$ cat config.mk
export PLATFORM = sky130hd
export DESIGN_NAME = vsf_top
export DESIGN_NICKNAME = d
export VERILOG_FILES = /design/src/logic/vsf_top_note.sv /design/src/logic/vsf_pkg.sv /design/src/logic/vsf_decim.sv /design/src/logic/vsf_rgb.sv /design/src/logic/vsf_top.sv
export SDC_FILE = /design/constraint.sdc
export NUM_CORES = 2
export LEC_CHECK = 0
export BUFFER_PORTS_ARGS = -buffer_cell sky130_fd_sc_hd__buf_2
export CAP_MARGIN = 20
export CORE_AREA = 2 2 235 237
export DETAILED_ROUTE_END_ITERATION = 10
export DIE_AREA = 0 0 237 239
export GPL_TIMING_DRIVEN = 0
export PLACE_DENSITY = 0.86
export SLEW_MARGIN = 10
export SYNTH_ARGS = -nofsm -noshare
export SYNTH_HDL_FRONTEND = slang
export SYNTH_HIERARCHICAL = 1
export SYNTH_SLANG_ARGS = --single-unit
$ cat constraint.sdc
create_clock -name sys_clk_i -period 13 [get_ports sys_clk_i]
set_clock_uncertainty 0.1 [all_clocks]
set_input_delay 1.3 -clock sys_clk_i [delete_from_list [all_inputs] [get_ports sys_clk_i]]
set_output_delay 1.3 -clock sys_clk_i [all_outputs]
set_load 0.03 [all_outputs]
$ cat src/logic/vsf_top_note.sv
// intentionally empty companion unit
`default_nettype none
`default_nettype wire

$ cat src/logic/vsf_pkg.sv
// constants, encodings and helpers of the video scaler and pixel formatter
`default_nettype none
package vsf_pkg;
    // register offsets
    localparam logic [11:0] VSF_OFS_SCALER = 12'h008;
    localparam logic [11:0] VSF_OFS_TOP = 12'h00c;
    localparam logic [11:0] VSF_OFS_BOT = 12'h010;
    // scaler and format fields
    localparam int VSF_HFILT_LSB = 21;
    localparam int VSF_DUP_BIT = 20;
    localparam int VSF_HDCM_LSB = 14;
    localparam int VSF_VDCM_LSB = 8;
    localparam int VSF_DISP_BIT = 6;
    localparam int VSF_FMT_LSB = 3;
    localparam int VSF_DITH_BIT = 2;
    localparam int VSF_PACK_BIT = 1;
    localparam int VSF_LE_BIT = 0;
    localparam int VSF_RSVD_HI_BIT = 7;
    localparam int VSF_RSVD_LO_BIT = 5;
    // reset values and writable masks
    localparam logic [31:0] VSF_SCALER_RST = 32'h00000011;
    localparam logic [31:0] VSF_SCALER_WMASK = 32'h00ffff5f;
    localparam logic [31:0] VSF_BASE_RST = 32'h0ffffffc;
    localparam logic [31:0] VSF_BASE_WMASK = 32'hfffffffc;
    localparam logic [31:0] VSF_WORD_STEP = 32'h00000004;
    // decimation counters: a group of 64 is the carry of a 6-bit sum
    localparam int VSF_DCM_W = 6;
    // output formats
    localparam logic [1:0] VSF_FMT_YUV = 2'h0;
    localparam logic [1:0] VSF_FMT_RGB888 = 2'h1;
    localparam logic [1:0] VSF_FMT_RGB565 = 2'h2;
    localparam logic [1:0] VSF_FMT_RGB555 = 2'h3;
    // horizontal filter selector codes
    localparam logic [2:0] VSF_HF_C3 = 3'h0;
    localparam logic [2:0] VSF_HF_LC3 = 3'h1;
    localparam logic [2:0] VSF_HF_T4 = 3'h2;
    localparam logic [2:0] VSF_HF_L5C4 = 3'h3;
    localparam logic [2:0] VSF_HF_T4B = 3'h4;
    localparam logic [2:0] VSF_HF_DEFAULT = VSF_HF_C3;

    typedef enum logic [2:0] {
        VSF_TAP_NONE, VSF_TAP_3, VSF_TAP_4, VSF_TAP_5, VSF_TAP_4B
    } vsf_tap_t;

    // byte-lane write merge, writable bits only
    function automatic logic [31:0] vsf_merge(input logic [31:0] old,
            input logic [31:0] wd, input logic [3:0] be,
            input logic [31:0] wmask);
        logic [31:0] lane;
        lane = {{8{be[3]}}, {8{be[2]}}, {8{be[1]}}, {8{be[0]}}} & wmask;
        return (old & ~lane) | (wd & lane);
    endfunction : vsf_merge

    // causal fir over five samples, w[7:0] newest, result scaled by 1/8
    function automatic logic [7:0] vsf_fir(input logic [39:0] w,
            input vsf_tap_t k);
        logic [10:0] a0, a1, a2, a3, a4, s;
        a0 = {3'h0, w[7:0]};
        a1 = {3'h0, w[15:8]};
        a2 = {3'h0, w[23:16]};
        a3 = {3'h0, w[31:24]};
        a4 = {3'h0, w[39:32]};
        unique case (k)
            VSF_TAP_NONE: s = a0 << 3;
            VSF_TAP_3: s = (a0 + (a1 << 1) + a2) << 1;
            VSF_TAP_4: s = a0 + (a1 << 1) + a1 + (a2 << 1) + a2 + a3;
            VSF_TAP_5: s = a0 + ((a1 + a2 + a3) << 1) + a4;
            VSF_TAP_4B: s = (a0 + a1 + a2 + a3) << 1;
            default: s = a0 << 3;
        endcase
        return s[10:3];
    endfunction : vsf_fir
endpackage : vsf_pkg
`default_nettype wire

$ cat src/logic/vsf_decim.sv
// evenly spread drop decision: n drops out of every 64 steps
`default_nettype none
module vsf_decim (
    // clock and reset
    input wire logic sys_clk_i,
    input wire logic reset_i,
    // control
    input wire logic step_i,
    input wire logic load_i,
    input wire logic [vsf_pkg::VSF_DCM_W-1:0] load_val_i,
    input wire logic [vsf_pkg::VSF_DCM_W-1:0] count_i,
    // decision for the current step
    output logic drop_o
);
    import vsf_pkg::*;

    logic [VSF_DCM_W-1:0] acc_q;
    logic [VSF_DCM_W-1:0] base;
    logic [VSF_DCM_W:0] sum;

    // a carry out of the phase accumulator marks a drop, so n carries
    // fall evenly over 64 steps instead of one run
    assign base = load_i ? load_val_i : acc_q;
    assign sum = {1'b0, base} + {1'b0, count_i};
    assign drop_o = sum[VSF_DCM_W];

    always_ff @(posedge sys_clk_i) begin
        if (reset_i) begin
            acc_q <= '0;
        end else if (step_i) begin
            acc_q <= sum[VSF_DCM_W-1:0];
        end
    end
endmodule : vsf_decim
`default_nettype wire

$ cat src/logic/vsf_rgb.sv
// colour conversion, error diffusion and 16-bit pixel formatting
`default_nettype none
module vsf_rgb (
    // clock and reset
    input wire logic sys_clk_i,
    input wire logic reset_i,
    // pixel from the scaler
    input wire logic en_i,
    input wire logic line_start_i,
    input wire logic [7:0] y_i,
    input wire logic [7:0] cb_i,
    input wire logic [7:0] cr_i,
    input wire logic [7:0] c_i,
    // configuration
    input wire logic [1:0] fmt_i,
    input wire logic dither_i,
    // formatted pixel
    output logic [15:0] pix16_o,
    output logic [23:0] rgb24_o
);
    import vsf_pkg::*;

    function automatic logic [7:0] clamp8(input logic signed [19:0] v);
        if (v < 20'sd0) begin
            return 8'h00;
        end else if (v > 20'sd255) begin
            return 8'hff;
        end
        return v[7:0];
    endfunction : clamp8

    function automatic logic [7:0] add_err(input logic [7:0] v,
            input logic [2:0] e);
        logic [8:0] s;
        s = {1'b0, v} + {6'h00, e};
        return s[8] ? 8'hff : s[7:0];
    endfunction : add_err

    logic signed [19:0] ys, dcb, dcr;
    logic [7:0] r8, g8, b8, rs, gs, bs;
    logic [2:0] er_q, eg_q, eb_q, er_in, eg_in, eb_in;
    logic dith_on;

    assign ys = signed'({12'h000, y_i});
    assign dcb = signed'({12'h000, cb_i}) - 20'sd128;
    assign dcr = signed'({12'h000, cr_i}) - 20'sd128;
    assign r8 = clamp8(ys + ((dcr * 20'sd359) >>> 8));
    assign g8 = clamp8(ys - ((dcb * 20'sd88 + dcr * 20'sd183) >>> 8));
    assign b8 = clamp8(ys + ((dcb * 20'sd454) >>> 8));

    // diffusion only means anything where bits are thrown away
    assign dith_on = dither_i &&
        (fmt_i == VSF_FMT_RGB565 || fmt_i == VSF_FMT_RGB555);
    // errors restart at each line so one line never leaks into the next
    assign er_in = (dith_on && !line_start_i) ? er_q : 3'h0;
    assign eg_in = (dith_on && !line_start_i) ? eg_q : 3'h0;
    assign eb_in = (dith_on && !line_start_i) ? eb_q : 3'h0;
    assign rs = add_err(r8, er_in);
    assign gs = add_err(g8, eg_in);
    assign bs = add_err(b8, eb_in);

    always_ff @(posedge sys_clk_i) begin
        if (reset_i) begin
            er_q <= 3'h0;
            eg_q <= 3'h0;
            eb_q <= 3'h0;
        end else if (en_i) begin
            er_q <= rs[2:0];
            eg_q <= (fmt_i == VSF_FMT_RGB565) ? {1'b0, gs[1:0]} : gs[2:0];
            eb_q <= bs[2:0];
        end
    end

    always_comb begin
        unique case (fmt_i)
            VSF_FMT_YUV: pix16_o = {c_i, y_i};
            VSF_FMT_RGB565: pix16_o = {rs[7:3], gs[7:2], bs[7:3]};
            VSF_FMT_RGB555: pix16_o = {1'b0, rs[7:3], gs[7:3], bs[7:3]};
            default: pix16_o = 16'h0000;
        endcase
    end
    assign rgb24_o = {r8, g8, b8};
endmodule : vsf_rgb
`default_nettype wire

$ cat src/logic/vsf_top.sv
// video scaler and pixel formatter with its three configuration registers
//
// Contract
// - the three-bit selector picks chroma-3, 3/3, 4/4, 5/4 or 4/4b taps.
// - selector codes 101b to 111b act exactly as the default code.
// - identical fields share the vertical drop phase, else offset it.
// - n pixels are dropped from every 64 on a line, none when n is 0.
// - n lines are dropped from every 64 lines, none when n is 0.
// - single-field mode writes top fields only, else both fields.
// - a two-bit field picks YUV 4:2:2, RGB 8:8:8, 5:6:5 or 5:5:5.
// - 5:6:5 and 5:5:5 use error diffusion when enabled, else truncate.
// - packed RGB 8:8:8 puts four pixels into three bus words.
// - without packing each bus word carries exactly one pixel.
// - the byte-order bit selects little-endian, else big-endian words.
// - top fields start at the word-aligned top base, low bits zero.
// - bottom fields start at the word-aligned bottom base, low bits 0.
// - bits 7 and 5 of the scaler register read zero and ignore writes.
`default_nettype none
module vsf_top (
    // clock and reset
    input wire logic sys_clk_i,
    input wire logic reset_i,
    // register access
    input wire logic reg_wr_i,
    input wire logic reg_rd_i,
    input wire logic [11:0] reg_addr_i,
    input wire logic [3:0] reg_be_i,
    input wire logic [31:0] reg_wdata_i,
    output logic [31:0] reg_rdata_o,
    output logic reg_rvalid_o,
    // incoming yuv 4:2:2 pixels
    input wire logic pix_valid_i,
    output logic pix_ready_o,
    input wire logic [7:0] pix_y_i,
    input wire logic [7:0] pix_c_i,
    input wire logic pix_line_start_i,
    input wire logic pix_field_start_i,
    input wire logic pix_field_bottom_i,
    // display memory writes
    output logic wr_valid_o,
    input wire logic wr_ready_i,
    output logic [31:0] wr_data_o,
    output logic [31:0] wr_addr_o
);
    import vsf_pkg::*;

    logic [31:0] scaler_q, top_q, bot_q, rdata_q;
    logic rvalid_q, rd_scaler_q;
    logic [2:0] hsel, hsel_eff;
    logic [5:0] hdcm, vdcm;
    logic dup, disp_single, dither, pack, little, pack888;
    logic [1:0] fmt;
    vsf_tap_t luma_k, chroma_k;

    // registers
    always_ff @(posedge sys_clk_i) begin
        if (reset_i) begin
            scaler_q <= VSF_SCALER_RST;
            top_q <= VSF_BASE_RST;
            bot_q <= VSF_BASE_RST;
        end else if (reg_wr_i) begin
            if ({reg_addr_i[11:2], 2'b00} == VSF_OFS_SCALER) begin
                scaler_q <= vsf_merge(scaler_q, reg_wdata_i, reg_be_i,
                    VSF_SCALER_WMASK);
            end
            if ({reg_addr_i[11:2], 2'b00} == VSF_OFS_TOP) begin
                top_q <= vsf_merge(top_q, reg_wdata_i, reg_be_i,
                    VSF_BASE_WMASK);
            end
            if ({reg_addr_i[11:2], 2'b00} == VSF_OFS_BOT) begin
                bot_q <= vsf_merge(bot_q, reg_wdata_i, reg_be_i,
                    VSF_BASE_WMASK);
            end
        end
    end

    // reads answer one cycle later; unmapped offsets return zero
    always_ff @(posedge sys_clk_i) begin
        if (reset_i) begin
            rdata_q <= 32'h00000000;
            rvalid_q <= 1'b0;
            rd_scaler_q <= 1'b0;
        end else begin
            rvalid_q <= reg_rd_i;
            rd_scaler_q <= reg_rd_i &&
                ({reg_addr_i[11:2], 2'b00} == VSF_OFS_SCALER);
            if (reg_rd_i) begin
                unique case ({reg_addr_i[11:2], 2'b00})
                    VSF_OFS_SCALER: rdata_q <= scaler_q;
                    VSF_OFS_TOP: rdata_q <= top_q;
                    VSF_OFS_BOT: rdata_q <= bot_q;
                    default: rdata_q <= 32'h00000000;
                endcase
            end
        end
    end
    assign reg_rdata_o = rdata_q;
    assign reg_rvalid_o = rvalid_q;

    assign hsel = scaler_q[VSF_HFILT_LSB+:3];
    assign dup = scaler_q[VSF_DUP_BIT];
    assign hdcm = scaler_q[VSF_HDCM_LSB+:VSF_DCM_W];
    assign vdcm = scaler_q[VSF_VDCM_LSB+:VSF_DCM_W];
    assign disp_single = scaler_q[VSF_DISP_BIT];
    assign fmt = scaler_q[VSF_FMT_LSB+:2];
    assign dither = scaler_q[VSF_DITH_BIT];
    assign pack = scaler_q[VSF_PACK_BIT];
    assign little = scaler_q[VSF_LE_BIT];
    assign pack888 = pack && (fmt == VSF_FMT_RGB888);

    // filter choice
    assign hsel_eff = (hsel > VSF_HF_T4B) ? VSF_HF_DEFAULT : hsel;
    always_comb begin
        unique case (hsel_eff)
            VSF_HF_C3: begin
                luma_k = VSF_TAP_NONE;
                chroma_k = VSF_TAP_3;
            end
            VSF_HF_LC3: begin
                luma_k = VSF_TAP_3;
                chroma_k = VSF_TAP_3;
            end
            VSF_HF_T4: begin
                luma_k = VSF_TAP_4;
                chroma_k = VSF_TAP_4;
            end
            VSF_HF_L5C4: begin
                luma_k = VSF_TAP_5;
                chroma_k = VSF_TAP_4;
            end
            default: begin
                luma_k = VSF_TAP_4B;
                chroma_k = VSF_TAP_4B;
            end
        endcase
    end

    // input stage: the whole pipe stalls while a write is refused
    logic wr_valid_q, adv, acc_in, is_cr, ph_q;
    logic [39:0] y_hist_q, cb_hist_q, cr_hist_q, y_w, cb_w, cr_w;
    logic [7:0] y_f, cb_f, cr_f;
    assign adv = !wr_valid_q || wr_ready_i;
    assign pix_ready_o = adv;
    assign acc_in = pix_valid_i && adv;
    assign is_cr = pix_line_start_i ? 1'b0 : ph_q;
    assign y_w = {y_hist_q[31:0], pix_y_i};
    assign cb_w = is_cr ? cb_hist_q : {cb_hist_q[31:0], pix_c_i};
    assign cr_w = is_cr ? {cr_hist_q[31:0], pix_c_i} : cr_hist_q;
    // filtering runs ahead of decimation to keep aliasing down
    assign y_f = vsf_fir(y_w, luma_k);
    assign cb_f = vsf_fir(cb_w, chroma_k);
    assign cr_f = vsf_fir(cr_w, chroma_k);

    always_ff @(posedge sys_clk_i) begin
        if (reset_i) begin
            ph_q <= 1'b0;
            y_hist_q <= '0;
            cb_hist_q <= '0;
            cr_hist_q <= '0;
        end else if (acc_in) begin
            ph_q <= !is_cr;
            y_hist_q <= y_w;
            cb_hist_q <= cb_w;
            cr_hist_q <= cr_w;
        end
    end

    // decimation and field selection
    logic hdrop, vdrop, line_drop_q, line_drop, fld_bot_q, bot_now;
    logic field_drop, keep, pend_ls_q, pend_fs_q;
    logic [5:0] vphase;
    // interlaced fields sit half a line apart, so the bottom field
    // starts its drop phase half a line's count (vdcm/2) ahead; equal fields share one pattern
    assign vphase = (pix_field_bottom_i && !dup) ? (vdcm >> 1) : 6'h00;

    vsf_decim u_hdec (
        .sys_clk_i(sys_clk_i),
        .reset_i(reset_i),
        .step_i(acc_in),
        .load_i(pix_line_start_i),
        .load_val_i(6'h00),
        .count_i(hdcm),
        .drop_o(hdrop)
    );

    vsf_decim u_vdec (
        .sys_clk_i(sys_clk_i),
        .reset_i(reset_i),
        .step_i(acc_in && pix_line_start_i),
        .load_i(pix_field_start_i),
        .load_val_i(vphase),
        .count_i(vdcm),
        .drop_o(vdrop)
    );

    assign line_drop = pix_line_start_i ? vdrop : line_drop_q;
    assign bot_now = pix_field_start_i ? pix_field_bottom_i : fld_bot_q;
    assign field_drop = disp_single && bot_now;
    assign keep = acc_in && !hdrop && !line_drop && !field_drop;

    always_ff @(posedge sys_clk_i) begin
        if (reset_i) begin
            line_drop_q <= 1'b0;
            fld_bot_q <= 1'b0;
            pend_ls_q <= 1'b0;
            pend_fs_q <= 1'b0;
        end else if (acc_in) begin
            line_drop_q <= line_drop;
            fld_bot_q <= bot_now;
            pend_ls_q <= !keep && (pend_ls_q || pix_line_start_i);
            pend_fs_q <= !keep && (pend_fs_q || pix_field_start_i);
        end
    end

    // stage a: kept pixel with its line and field marks
    logic a_valid_q, a_ls_q, a_fs_q, a_bot_q, a_en;
    logic [7:0] a_y_q, a_cb_q, a_cr_q, a_c_q;
    logic [15:0] pix16;
    logic [23:0] rgb24;
    always_ff @(posedge sys_clk_i) begin
        if (reset_i) begin
            a_valid_q <= 1'b0;
            a_ls_q <= 1'b0;
            a_fs_q <= 1'b0;
            a_bot_q <= 1'b0;
            a_y_q <= 8'h00;
            a_cb_q <= 8'h00;
            a_cr_q <= 8'h00;
            a_c_q <= 8'h00;
        end else if (adv) begin
            a_valid_q <= keep;
            a_ls_q <= pix_line_start_i || pend_ls_q;
            a_fs_q <= pix_field_start_i || pend_fs_q;
            a_bot_q <= bot_now;
            a_y_q <= y_f;
            a_cb_q <= cb_f;
            a_cr_q <= cr_f;
            a_c_q <= is_cr ? cr_f : cb_f;
        end
    end
    assign a_en = adv && a_valid_q;

    vsf_rgb u_rgb (
        .sys_clk_i(sys_clk_i),
        .reset_i(reset_i),
        .en_i(a_en),
        .line_start_i(a_ls_q),
        .y_i(a_y_q),
        .cb_i(a_cb_q),
        .cr_i(a_cr_q),
        .c_i(a_c_q),
        .fmt_i(fmt),
        .dither_i(dither),
        .pix16_o(pix16),
        .rgb24_o(rgb24)
    );

    // word forming: packing, byte order and destination address
    logic [1:0] pk_ph_q, pk_ph;
    logic [15:0] res_q;
    logic [31:0] word, word_bo, wptr_q, cur_addr;
    logic emit;
    assign pk_ph = a_ls_q ? 2'h0 : pk_ph_q;
    always_comb begin
        emit = 1'b1;
        word = {16'h0000, pix16};
        if (pack888) begin
            unique case (pk_ph)
                2'h0: emit = 1'b0;
                2'h1: word = {rgb24[7:0], res_q[7:0], res_q[15:0]};
                2'h2: word = {rgb24[15:0], res_q[15:0]};
                default: word = {rgb24, res_q[7:0]};
            endcase
        end else if (fmt == VSF_FMT_RGB888) begin
            word = {8'h00, rgb24};
        end
    end
    assign word_bo = little ? word :
        {word[7:0], word[15:8], word[23:16], word[31:24]};
    assign cur_addr = a_fs_q ? (a_bot_q ? bot_q : top_q) : wptr_q;

    // residue: phase 0 keeps 24 bits (one reg would be wider), so
    // the first pixel is split between res_q and res_hi_q
    always_ff @(posedge sys_clk_i) begin
        if (reset_i) begin
            pk_ph_q <= 2'h0;
            res_q <= 16'h0000;
        end else if (a_en && pack888) begin
            pk_ph_q <= pk_ph + 2'h1;
            unique case (pk_ph)
                2'h0: res_q <= rgb24[15:0];
                2'h1: res_q <= rgb24[23:8];
                default: res_q <= {8'h00, rgb24[23:16]};
            endcase
        end
    end

    logic [7:0] res_hi_q;
    always_ff @(posedge sys_clk_i) begin
        if (reset_i) begin
            res_hi_q <= 8'h00;
        end else if (a_en && pack888 && pk_ph == 2'h0) begin
            res_hi_q <= rgb24[23:16];
        end
    end

    logic [31:0] word_out;
    assign word_out = (pack888 && pk_ph == 2'h1) ?
        (little ? {word_bo[31:24], res_hi_q, word_bo[15:0]} :
         {word_bo[31:16], res_hi_q, word_bo[7:0]}) : word_bo;

    always_ff @(posedge sys_clk_i) begin
        if (reset_i) begin
            wr_valid_q <= 1'b0;
            wr_data_o <= 32'h00000000;
            wr_addr_o <= 32'h00000000;
            wptr_q <= 32'h00000000;
        end else if (adv) begin
            wr_valid_q <= a_valid_q && emit;
            if (a_valid_q && emit) begin
                wr_data_o <= word_out;
                wr_addr_o <= cur_addr;
                wptr_q <= cur_addr + VSF_WORD_STEP;
            end else if (a_valid_q && a_fs_q) begin
                wptr_q <= cur_addr;
            end
        end
    end
    assign wr_valid_o = wr_valid_q;
endmodule : vsf_top
`default_nettype wire

==> flow_summary.yaml <==
outcome:
  status: "completed"
pwr:
  clkPwrFrac: 0.151
  p_sw_mw: 4.44
  p_leak_nw: 16.8
  peakVddDrop_v: 0.000444
  combPwrFrac: 0.696
  power_density_nw_per_um2: 239
  swShare: 0.501
  p_int_mw: 4.42
  seq_power_share: 0.152
clock_network:
  cts_resized: 0
  clk_path_buf_depth: 3
  h-tree-depth: 2
  path_clk_slew_ps: 60
  postCtsSetupBuffers: 0
  cts-root-buf: "clkbuf_16"
  cts.sinks: 396
  clkLatencyLatePin_ps: 600
  numCtsBuffers: 44
  ctsHoldBuffers: 0
  cts_tree: "yes"
finish:
  fillers: 4253
  layout.cells.non_filler: 5121
  seqCellArea_sq_um: 7930
  syn_to_final_growth_pct: 9.73
  drive_gt1_frac: 0.0774
  most-common-layout-cells: "488 x nand2_1, 475 x nor2_1, 396 x dfxtp_1"
  design_area_sq_um: 37100
  multi_input_area_sq_um: 23700
  layout_commonest_cell: "nand2_1"
  fin_nets: 4959
floorplan:
  rows: 86
  initial_core_util: 0.622
  die_y_um: 239
  die_area_sq_um: 56600
  fp.dieW_um: 237
  fp.coreArea_sq_um: 54300
  ios: 172
min_path:
  hold_path_class: "flop to flop"
critical_path:
  cp_max_fo: 10
  path_class: "flop to flop"
  cp.arrival_ps: 11500
  cpPeakStageDelay_ps: 600
  critPathTopFamily: "adder cells"
  path_buf_inv: 8
  cp-end-kind: "flop"
  required_ps: 13350
  cp_slowest_cell: "dfxtp_1"
  start_kind: "flop"
global_routing:
  grt_pass1_wl_mm: 160
  grt_max_degree: 14
  overflow: 0
  grt.total_usage: 0.354
  antenna_found_initial: 2
  grt_pass1_vias: 30200
sta:
  finalSetupViolCount: 0
  rsz0062_at_grt: "false"
  timing.slew.headroom: 0.284
  setup_tns_ps: 0
  worst_pin_slew_ps: 1070
  slew_viol_final: 0
  fin_crit_sh: 0.858
  setup_ws_ps: 1850
  hold_viol_final: 0
  fin_crit_ps: 11150
  fmax_mhz: 89.6
  hold_slack_ps: 348
logic_synthesis:
  yosysSeqAreaShare: 0.235
  synth_cell_types: 106
  async_flop_share: 0
  syn_inst: 4161
  ys.flop_type: "dfxtp_1"
  ys_top_cells_by_area: "dfxtp_1 23%, fa_1 12%, ha_1 11%"
  synth_edf_count: 0
  synth_top_area_share: 0.235
  ys_ff_latch: 396
  yosysTopAreaCell: "dfxtp_1"
  yosys_warnings: 6
  syn_area_sq_um: 33800
  syn_avg_cell_area_sq_um: 8.12
route:
  post-route-drc-count: 0
  drtIter0Drc: 3480
  routed_wirelength_mm: 102
  vias: 31700
  routedWlPerCell_um: 20.0
  routed_via_density: 6.19
  first_pass_iters: 7
  drtAntennaViolNets: 0
place:
  place.gp.congestion: 1.00
  place_ws_ps: 2110
  place_area_sq_um: 35500
  placed_cells: 5039
  hpwl_mm: 79.5
  port_buffers: 167
flow_run:
  drv_cap: 0
==> synthesized netlist by cell type, drive strengths merged, types with 71 or more instances <==
master / n
nand2: 490
nor2: 475
dfxtp: 396
a21oi: 381
inv: 360
ha: 302
fa: 202
mux2i: 185
clkbuf: 171
o21ai: 131
a211oi: 123
xnor2: 119
nor3: 77
xor2: 76
nand3: 71
==> routing by layer <==
metal	vias up	wire length, um	part of all wire	track usage
li1	14700	-	-	-
met1	15100	41500	0.41	0.465
met2	1594	45800	0.45	0.568
met3	365	9650	0.094	0.0579
met4	4	5320	0.052	0.175
met5	-	26	0.00025	0
==> power by group through the flow <==
stage	Sequential [mW]	Clock, mW	Combinational (mW)
after floorplan	1.39	0	4.56
after global placement	1.37	0	5.87
after detailed placement	1.37	0	5.99
after CTS	1.35	1.33	6.04
after global routing	1.36	1.38	6.79
final	1.35	1.34	6.17
==> area by class of cell <==
type | count | share of cell area
antenna | 1 | 0.0000675
buffer | 208 | 0.0220
clock buffer | 59 | 0.0339
clock inverter | 21 | 0.00749
inverter | 362 | 0.0367
multi-input combinational | 3201 | 0.639
sequential | 396 | 0.214
tap | 704 | 0.0238
timing repair buffer | 169 | 0.0228
==> worst register-to-register path: cells and delay by family (launching register included) <==
family | cells | cell delay [ps]
xor gates and xnor gates | 2 | 470
and+or+nand+nor | 10 | 1190
AOI/OAI and AO/OA | 15 | 3670
buffers and inverters | 8 | 1000
muxes | 1 | 260
adders and majority gates | 9 | 3730
DFF | 1 | 600
==> through the flow <==
step	power (mW)	utilization
2_1_floorplan	5.95	-
3_3_place_gp	7.24	0.654
3_5_place_dp	7.37	0.654
4_1_cts	8.72	0.682
5_1_grt	9.52	0.682
6_report	8.86	0.682
==> logic make-up (layout without fill, tap and decap cells) <==
group	count (synthesis)	after routing	share of synthesized area
AO/OA/AOI/OAI	925	925	0.176
other	1	8	0.000111
adder cells (fa/ha/maj)	508	508	0.233
multiplexers	210	210	0.0633
XOR/XNOR	195	195	0.0506
buffers and inverters	570	819	0.0644
AND/OR/NAND/NOR	1356	1356	0.178
flip-flops	396	396	0.235
==> worst paths after layout <==
check / startpoint / depth (start not counted) / end / slack, ps
setup / recovery: a_cr_q[7] / 45 / wr_data_o[7] / 1850
hold / removal: wr_data_o[5] / 2 / wr_data_o[5] / 350
setup reg to reg: a_cr_q[7] / 45 / wr_data_o[7] / 1850
hold reg to reg: wr_data_o[5] / 2 / wr_data_o[5] / 350
No activity file was read; power rests on OpenSTA's default activity.
